**config.mk**
```make
export PLATFORM = sky130hd
export DESIGN_NAME = wsb_host
export DESIGN_NICKNAME = d
export VERILOG_FILES = /design/src/design/wsb_pkg.sv /design/src/design/wsb_host.sv
export SDC_FILE = /design/constraint.sdc
export NUM_CORES = 1
export LEC_CHECK = 0
export ABC_AREA = 1
export BUFFER_PORTS_ARGS = -buffer_cell sky130_fd_sc_hd__buf_2
export CAP_MARGIN = 40
export CELL_PAD_IN_SITES_DETAIL_PLACEMENT = 2
export CELL_PAD_IN_SITES_GLOBAL_PLACEMENT = 2
export CORE_MARGIN = 10
export CORE_UTILIZATION = 30
export DETAILED_ROUTE_END_ITERATION = 12
export PLACE_DENSITY_LB_ADDON = 0.1
export SETUP_SLACK_MARGIN = 0.05
export SKIP_LAST_GASP = 1
export SLEW_MARGIN = 15
export SYNTH_ARGS = -nofsm -noshare
export SYNTH_HDL_FRONTEND = slang
export SYNTH_SLANG_ARGS = --single-unit
```
**constraint.sdc**
```tcl
create_clock -name clk_in -period 3.7 [get_ports clk_in]
set_input_delay 0 -clock clk_in [delete_from_list [all_inputs] [get_ports clk_in]]
set_output_delay 0 -clock clk_in [all_outputs]
set_load 0.02 [all_outputs]
```
**src/design/wsb_pkg.sv**
```systemverilog
// Package with timing constants and command codes for the word SRAM host controller.
package wsb_pkg;
    localparam int CLK_PERIOD_PS = 4000;
    // Access timing of the slowest speed grade, in ns.
    localparam int READ_CYCLE_TIME_NS = 45;
    localparam int WRITE_CYCLE_TIME_NS = 35;
    localparam int DATA_SETUP_NS = 25;
    localparam int DATA_HOLD_NS = 2;
    localparam int ADDR_SETUP_NS = 2;
    localparam int ADDR_HOLD_NS = 3;
    localparam int DESELECT_TO_RETENTION_TIME_NS = 0;
    localparam int RETENTION_RECOVERY_TIME_NS = READ_CYCLE_TIME_NS;
    // Least times round up to whole cycles, never below one.
    function automatic int ns_to_cycles(input int ns);
        int c;
        c = (ns * 1000 + CLK_PERIOD_PS - 1) / CLK_PERIOD_PS;
        return (c < 1) ? 1 : c;
    endfunction
    localparam int READ_CYCLES = ns_to_cycles(READ_CYCLE_TIME_NS);
    localparam int WRITE_PULSE_CYCLES = ns_to_cycles(WRITE_CYCLE_TIME_NS);
    localparam int SETUP_CYCLES = ns_to_cycles(ADDR_SETUP_NS);
    localparam int HOLD_CYCLES = ns_to_cycles(ADDR_HOLD_NS);
    localparam int RETENTION_ENTRY_CYCLES = ns_to_cycles(DESELECT_TO_RETENTION_TIME_NS);
    localparam int RECOVERY_CYCLES = ns_to_cycles(RETENTION_RECOVERY_TIME_NS);
    localparam int CNT_W = 8;
    localparam int ADDR_W = 16;
    localparam int DATA_W = 16;
    localparam logic [DATA_W-1:0] DATA_RESET = 16'h0000;
    localparam logic [ADDR_W-1:0] ADDR_RESET = 16'h0000;
    typedef enum logic [1:0] {
        WSB_CMD_READ,
        WSB_CMD_WRITE,
        WSB_CMD_SLEEP
    } wsb_cmd_t;
    typedef enum logic [3:0] {
        WSB_IDLE,
        WSB_RD_ACTIVE,
        WSB_RD_DONE,
        WSB_WR_SETUP,
        WSB_WR_PULSE,
        WSB_WR_HOLD,
        WSB_SLEEP_ENTRY,
        WSB_SLEEPING,
        WSB_RECOVER
    } wsb_state_t;
endpackage

```
**src/design/wsb_host.sv**
```systemverilog
// Host controller that drives a 64K x 16 asynchronous SRAM with byte lanes.
`timescale 1ns/100ps
module wsb_host
    import wsb_pkg::*;
(
    input  wire logic                       clk_in,
    input  wire logic                       reset_in,
    input  wire logic                       req_valid_in,
    input  wire wsb_pkg::wsb_cmd_t          req_cmd_in,
    input  wire logic [wsb_pkg::ADDR_W-1:0] req_addr_in,
    input  wire logic [wsb_pkg::DATA_W-1:0] req_wdata_in,
    input  wire logic [1:0]                 req_lanes_in,
    input  wire logic                       wake_in,
    output logic                            req_ready_out,
    output logic                            rsp_valid_out,
    output logic [wsb_pkg::DATA_W-1:0]      rsp_rdata_out,
    output logic                            retention_out,
    output logic [wsb_pkg::ADDR_W-1:0]      sram_addr_out,
    output logic                            chip_select_n_out,
    output logic                            upper_byte_select_n_out,
    output logic                            bottom_byte_select_n_out,
    output logic                            output_enable_n_out,
    output logic                            write_enable_n_out,
    output logic [wsb_pkg::DATA_W-1:0]      sram_data_out,
    output logic [wsb_pkg::DATA_W-1:0]      sram_data_oe_out,
    input  wire logic [wsb_pkg::DATA_W-1:0] sram_data_in
);
    import wsb_pkg::*;

    // The counter is loaded with a count minus one, so every count must fit its width.
    if (READ_CYCLES + 2 > (1 << CNT_W) || WRITE_PULSE_CYCLES > (1 << CNT_W)
        || RECOVERY_CYCLES > (1 << CNT_W))
    begin : g_count_check
        $error("Cycle counts exceed counter width.");
    end

    wsb_state_t            state;
    wsb_state_t            next_state;
    logic [CNT_W-1:0]      count;
    logic [CNT_W-1:0]      next_count;
    logic [1:0]            lanes;
    logic [DATA_W-1:0]     rd_sync1;
    logic [DATA_W-1:0]     rd_sync2;
    logic                  wake_sync1;
    logic                  wake_sync2;

    // Both lanes deselected would be a power-down access, so an empty mask means a word.
    wire logic [1:0] req_lane_mask = (req_lanes_in == 2'h0) ? 2'h3 : req_lanes_in;
    wire logic       take_req      = req_valid_in && req_ready_out;
    wire logic       count_done    = (count == '0);
    // Read data masked to the lanes that were enabled; the other lane floats at the pins.
    wire logic [DATA_W-1:0] lane_data = {lanes[1] ? rd_sync2[15:8] : 8'h00,
                                         lanes[0] ? rd_sync2[7:0]  : 8'h00};

    function automatic logic [CNT_W-1:0] load(input int cycles);
        return CNT_W'(cycles - 1);
    endfunction

    always_comb
    begin
        next_state = state;
        next_count = count_done ? count : count - 1'b1;
        case (state)
            WSB_IDLE:
                if (take_req)
                begin
                    case (req_cmd_in)
                        WSB_CMD_READ:
                        begin
                            next_state = WSB_RD_ACTIVE;
                            // Two extra cycles cover the input synchroniser.
                            next_count = load(READ_CYCLES + 2);
                        end
                        WSB_CMD_WRITE:
                        begin
                            next_state = WSB_WR_SETUP;
                            next_count = load(SETUP_CYCLES);
                        end
                        default:
                        begin
                            next_state = WSB_SLEEP_ENTRY;
                            next_count = load(RETENTION_ENTRY_CYCLES);
                        end
                    endcase
                end
            WSB_RD_ACTIVE:
                if (count_done)
                    next_state = WSB_RD_DONE;
            WSB_RD_DONE:
                next_state = WSB_IDLE;
            WSB_WR_SETUP:
                if (count_done)
                begin
                    next_state = WSB_WR_PULSE;
                    next_count = load(WRITE_PULSE_CYCLES);
                end
            WSB_WR_PULSE:
                if (count_done)
                begin
                    next_state = WSB_WR_HOLD;
                    next_count = load(HOLD_CYCLES);
                end
            WSB_WR_HOLD:
                if (count_done)
                    next_state = WSB_IDLE;
            WSB_SLEEP_ENTRY:
                if (count_done)
                    next_state = WSB_SLEEPING;
            WSB_SLEEPING:
                if (wake_sync2)
                begin
                    next_state = WSB_RECOVER;
                    next_count = load(RECOVERY_CYCLES);
                end
            WSB_RECOVER:
                if (count_done)
                    next_state = WSB_IDLE;
            default:
                next_state = WSB_IDLE;
        endcase
    end

    always_ff @(posedge clk_in)
    begin
        rd_sync1   <= sram_data_in;
        rd_sync2   <= rd_sync1;
        wake_sync1 <= wake_in;
        wake_sync2 <= wake_sync1;
    end

    always_ff @(posedge clk_in)
    begin
        if (reset_in)
        begin
            state <= WSB_IDLE;
            count <= '0;
        end
        else
        begin
            state <= next_state;
            count <= next_count;
        end
    end

    // Address, lanes and write data latch when a request is taken and stay stable until idle.
    always_ff @(posedge clk_in)
    begin
        if (reset_in)
        begin
            sram_addr_out <= ADDR_RESET;
            lanes         <= 2'h0;
            sram_data_out <= DATA_RESET;
        end
        else if (take_req)
        begin
            sram_addr_out <= req_addr_in;
            lanes         <= req_lane_mask;
            sram_data_out <= req_wdata_in;
        end
    end

    // The selects of the enabled lanes open together with chip select and close with it.
    always_ff @(posedge clk_in)
    begin
        if (reset_in)
        begin
            chip_select_n_out        <= 1'b1;
            upper_byte_select_n_out  <= 1'b1;
            bottom_byte_select_n_out <= 1'b1;
            output_enable_n_out      <= 1'b1;
            write_enable_n_out       <= 1'b1;
            sram_data_oe_out         <= '0;
        end
        else
        begin
            chip_select_n_out        <= !(next_state inside {WSB_RD_ACTIVE, WSB_WR_SETUP,
                                          WSB_WR_PULSE, WSB_WR_HOLD});
            upper_byte_select_n_out  <= !(next_state inside {WSB_RD_ACTIVE, WSB_WR_SETUP,
                                          WSB_WR_PULSE, WSB_WR_HOLD} &&
                                          (take_req ? req_lane_mask[1] : lanes[1]));
            bottom_byte_select_n_out <= !(next_state inside {WSB_RD_ACTIVE, WSB_WR_SETUP,
                                          WSB_WR_PULSE, WSB_WR_HOLD} &&
                                          (take_req ? req_lane_mask[0] : lanes[0]));
            output_enable_n_out      <= (next_state != WSB_RD_ACTIVE);
            // Write enable low only in the pulse state, so it ends the write.
            write_enable_n_out       <= (next_state != WSB_WR_PULSE);
            // Data held over setup, pulse and hold around the rising write enable.
            sram_data_oe_out         <= (next_state inside {WSB_WR_SETUP, WSB_WR_PULSE,
                                          WSB_WR_HOLD}) ? {DATA_W{1'b1}} : '0;
        end
    end

    always_ff @(posedge clk_in)
    begin
        if (reset_in)
        begin
            req_ready_out <= 1'b0;
            rsp_valid_out <= 1'b0;
            rsp_rdata_out <= DATA_RESET;
            retention_out <= 1'b0;
        end
        else
        begin
            req_ready_out <= (next_state == WSB_IDLE) && !take_req;
            rsp_valid_out <= (state == WSB_RD_ACTIVE) && count_done;
            if ((state == WSB_RD_ACTIVE) && count_done)
                rsp_rdata_out <= lane_data;
            retention_out <= (next_state == WSB_SLEEPING);
        end
    end
endmodule // wsb_host

```
* Yosys cells after proc, flatten, opt, wreduce, memory -nomap -nowiden *
Index checks and enable logic that the tools add are counted.

word-level totals
  logic and storage cells = 74
  latch bits = 0
  memory bits (read-only) = 0
  bits in writable memories = 0
  memories = 0
  output and inout bits = 72
  register bits after elaboration = 120
  input bits = 56

cells by class
  multipliers = 0
  bitwise gates (word level) = 0
  order comparisons = 0
  mux-type cells = 22
  shift operators = 0
  add/subtract/negate cells = 1
  reductions and logical operators = 17
  equality and inequality tests = 15
  divide/modulo/power cells = 0

operators with widths
  operator               number
  $mux W8                7
  $mux W4                8
  $pmux W8 S4            1
  $eq A4 B3 Y1 const B   7
  $pmux W4 S7            1
  $mux W16               1
  $eq A4 B1 Y1 const B   2
  $eq A4 B2 Y1 const B   2
  $logic_not A4 Y1       2
  $logic_not A8 Y1       1
  $sub A8 B1 Y8 const B  1
  $pmux W3 S2            1
  $logic_and A1 B1 Y1    5
  $eq A4 B4 Y1 const B   1
  $logic_not A1 Y1       4
  $logic_not A2 Y1       2
  $ne A4 B1 Y1 const B   1
  $ne A4 B3 Y1 const B   1
  $reduce_bool A4 Y1     1
  $reduce_bool A3 Y1     1
  $eq A2 B1 Y1 const B   1
  $mux W1                2
  $mux W2                1
  $reduce_or A2 Y1       1

* Logic depth before layout (Yosys ltp) *
  depth in word-level cells = 8
  depth in mapped cells = 11
  mapped depth without buffers = 11

* Worst setup path after synthesis *
Ideal clock, no wire load.

  path kind = reg2reg
  from = register count[0]
  to = register count[0]
  library setup time = 0.126 ns
  clock period less this slack = 1.593 ns
  data arrival time = 1.467 ns
  required time = 3.574 ns
  path buffers = 0
  cell stages (with the launch flop) = 10
  path slack = 2.107 ns
  path through = dfxtp_1 > inv_1 > ha_1 > nand2_2 > nor2_8 > inv_2 > ha_1 > inv_1 > o21ai_0 > a31oi_1

between the ends
  cells in the longest elaborated chain, start to end = 4
  elaborated cells between the ends (all ways) = 8

RTL lines
  what                                                      RTL line                        RTL
  start: declaration                                        wsb_host.sv:39                  logic [CNT_W-1:0] count;
  start signal: assignment                                  wsb_host.sv:141                 count <= next_count;
  $sub A8 B1 Y8 / $logic_not A8 Y1 (equally long branches)  wsb_host.sv:62, wsb_host.sv:50
  $mux W8                                                   wsb_host.sv:62                  next_count = count_done ? count : count - 1'b1;
  $mux W8 (on tied branches)                                --
  $pmux W8 S4 (*)                                           wsb_host.sv:63                  case (state)

Every way passes the cells marked *; elsewhere a longest branch is shown, timed or not.
A chain may end at the register's enable or synchronous reset.

* Final worst setup path *
  from = register req_ready_out
  to = register upper_byte_select_n_out

between the ends
  cells in the longest elaborated chain, start to end = 7
  elaborated cells between the ends (all ways) = 11

RTL lines
  what                                        RTL line         RTL
  start: declaration                          wsb_host.sv:14   output logic req_ready_out,
  start signal: assignment                    wsb_host.sv:204  req_ready_out <= (next_state == WSB_IDLE) && !take_req;
  $logic_and A1 B1 Y1 (*)                     wsb_host.sv:49   wire logic take_req = req_valid_in && req_ready_out;
  $mux W4                                     wsb_host.sv:65   if (take_req)
  $pmux W4 S7                                 wsb_host.sv:63
  $eq A4 B1 Y1, or another cell as far along  wsb_host.sv:178  upper_byte_select_n_out <= !(next_state inside {WSB_RD_ACTIVE, WSB_WR_SETUP,
  $reduce_bool A4 Y1                          wsb_host.sv:178
  $logic_and A1 B1 Y1 (*)                     wsb_host.sv:179  WSB_WR_PULSE, WSB_WR_HOLD} &&
  $logic_not A1 Y1 (*)                        wsb_host.sv:178
  end signal: assignment                      wsb_host.sv:178
  end: declaration                            wsb_host.sv:20   output logic upper_byte_select_n_out,

Marks and branches as above.

==> flow_summary.toml <==
[synth]
synth.ff_latch_count = 105
yosys_warnings = 0
synth_xor_area_frac = 0.01160
synth_compound_area_frac = 0.07425
synth_top_area_cell = "dfxtp_1"
synth_top_family_by_area = "simple AND/OR/NAND/NOR gates"
postSynthCellCount = 432
synth.avg_cell_area_um2 = 8.738
synth_fp_nets = 490
synthTopCellsByCount = "dfxtp_1, nor2_1, nand2_1, o21ai_0, nand3_1"
synth_top_area_frac = 0.5568
synth_adder_area_share = 0.006629
synth.distinct_cells = 31
ys.flop_type = "dfxtp_1"
async_reset_ff_frac = 0
synth.area.top_cells = "dfxtp_1, nor2_1, o21ai_0"
synth.most_common_cell = "dfxtp_1"
synth_area_um2 = 3775
synthMuxAreaShare = 0
ys_seq_area_frac = 0.5568
synth_edf_count = 0
synthSimpleGateAreaFrac = 0.2725

[critical_path]
r2r-end = "upper_byte_select_n_out"
crit_fanout = 41
worst_ep_arrival_time_ns = 2.43
crit_path_cell_trace = "nand2_1, buf_4, inv_1, buf_4, o21ai_0, a31oi_1, dlygate4sd3_1, nand2_1"
worst_r2r_path_depth = 8
endpoint_kind = "flop"
cp.required_ns = 3.95
critPathKind = "flop to flop"
critical_path.max_stage_delay_ns = 0.58
crit_start = "req_ready_out"
crit_path_end = "upper_byte_select_n_out"
start_kind = "flop"
reg2reg_setup_slack_ns = 1.53
worst_path_max_delay_cell = "dlygate4sd3_1"
r2r_start = "req_ready_out"

[layout]
nets = 650
nFillCells = 1368
final_area_um2 = 5288
drive_above_1_share = 0.3132
synthToLayoutAreaGrowth_pct = 40.07
fin_cells = 767

[sta]
finalHoldViolCount = 0
fin_hold_ws_ns = 0.01219
setup_slack_ns = 1.526
post-route-period-util = 0.5875
tightest_slew_ns = 0.5437
fin_crit_ns = 2.174
fin_setup_tns_ns = 0
setup_viol = 0
clock.fmax_ghz = 0.4600
rsz0062_at_grt = "false"
slew_headroom = 0.6370
slew_violations = 0
final.setup_skew_ns = 0.008951

[run]
maxCapViolCount = 0

[place]
placed_area_um2 = 4466
dp_cells = 698
place.gp.congestion = 0.7544
dp_hpwl_um = 9010
port-buffer-count = 127
dp_slack_ns = 1.763

[floorplan]
die_x_um = 132.2
fp.dieArea_um2 = 17470
ios = 128
core_region_area_um2 = 12160
initial_core_util = 0.3104
die_h_um = 132.2
rows = 40

[power]
power.share.clock = 0.270
p_per_area_nw_per_um2 = 677.7
switchingPower_mw = 1.390
seq_power_share = 0.390
ir_drop_v = 0.0002838
switching_share = 0.3879
intPower_mw = 2.193
p_leak_nw = 2.530
p_comb_frac = 0.340

[routing]
postRouteWirelength_um = 13860
drtIter0Drc = 135
vias = 3494
dr.pass1.iters = 4
drc = 0
avgViaCountPerCell = 4.555
ant_nets = 0
wire_per_inst_um = 18.07

[clocking]
numCtsBuffers = 9
cts_sinks = 105
cts_resized = 0
htreeDepth = 3
clock_latency_ns = 0.36
cts_tree = "done"
ctsLongestPathBuffers = 2
path_clk_slew_ns = 0.08
cts_root_buffer = "clkbuf_16"

[global_routing]
antenna_found_initial = 3
grt_pass1_wl_um = 22020
grt_usage = 0.1588
grt-ovfl-total = 0
grt_max_degree = 42
grt_pass1_vias = 4002

[run_status]
status = "finished, final reports clean"

[worst_hold_path]
min_path_type = "input pin to flop"
## power by group through the flow
stage	registers, mW	logic [mW]	clock network [mW]
finish	1.40	1.22	0.966
global route	1.42	1.37	1.05
CTS	1.40	1.23	0.999
detailed placement	1.42	1.17	0
global placement	1.42	1.13	0
floorplan	1.51	0.754	0
## how the worst min path moves through the flow
stage | start | endpoint | slack (ns) | cells after the start
2_1_floorplan | sram_data_in[0] | rd_sync1[0] | 0.03 | 0
3_3_place_gp | sram_data_in[3] | rd_sync1[3] | 0.10 | 1
3_5_place_dp | sram_data_in[4] | rd_sync1[4] | 0.10 | 1
4_1_cts | reset_in | state[0] | 0.005 | 2
5_1_grt | reset_in | count[1] | 0.02 | 2
6_report | reset_in | state[0] | 0.01 | 2
## flip-flops by register name (all words and copies together), names as in the netlist, 2 cells and up
register / cells
count: 8
state: 4
rd_sync2: 16
lanes: 2
sram_data_out: 16
rd_sync1: 16
rsp_rdata_out: 16
sram_addr_out: 16
## repair_timing
| item | CTS | global route |
|---|---|---|
| hold buffers | 51 | 0 |
| endpoints found under the hold margin | 52 | 0 |
| buffers inserted | 0 | 0 |
## placed cells by master, fill, tap and decap left out, types with 4 or more instances in the layout
cell type	Yosys	layout
nand4_1	4	4
dfxtp_1	105	105
nor2_1	92	92
clkbuf_16	0	9
inv_2	6	6
buf_2	10	127
nand3_2	10	10
nand2_1	41	41
inv_6	0	4
inv_1	18	18
nand3_1	37	37
nor3_1	4	4
a21oi_1	5	5
nor2_2	5	5
o21ai_0	41	41
dlygate4sd3_1	0	51
nand2_2	9	9
## area by class of cell
cell class                 instances  area [um^2]  area share
sequential                       105         2102      0.3975
clock inverter                     6        67.56     0.01278
inverter                          24        90.09     0.01704
tap                              168        210.2     0.03975
antenna                            2        5.005   0.0009465
clock buffer                      10        239.0     0.04520
multi-input combinational        270         1378      0.2605
timing repair buffer             182         1196      0.2262
## worst max-delay path, delay by kind of cell (launching register included)
family	cells	cell delay, ns
and+or+nand+nor	2	0.11
DFF	1	0.34
buffers and inverters	4	1.29
AOI/OAI and AO/OA	2	0.31
## per-layer routing
layer  part of all wire  global-route usage  routed length [um]
met3              0.070             0.06860                 965
met2               0.54              0.2866                7471
met1               0.37              0.1599                5101
met5            0.00051                   0                   7
met4              0.023             0.05318                 312
## kinds of logic after synthesis
| group | Yosys count |
|---|---|
| AO/OA/AOI/OAI | 53 |
| XOR/XNOR | 5 |
| adder cells (fa/ha/maj) | 2 |
| buffers and inverters | 57 |
| flip-flops | 105 |
| AND/OR/NAND/NOR | 210 |
## metrics by stage
stage	utilization	total power [mW]
CTS	0.4344	3.630
global route	0.4348	3.839
floorplan	-	2.265
detailed placement	0.3672	2.593
global placement	0.3649	2.548
finish	0.4348	3.584
Power figures use the tool's default switching activity.
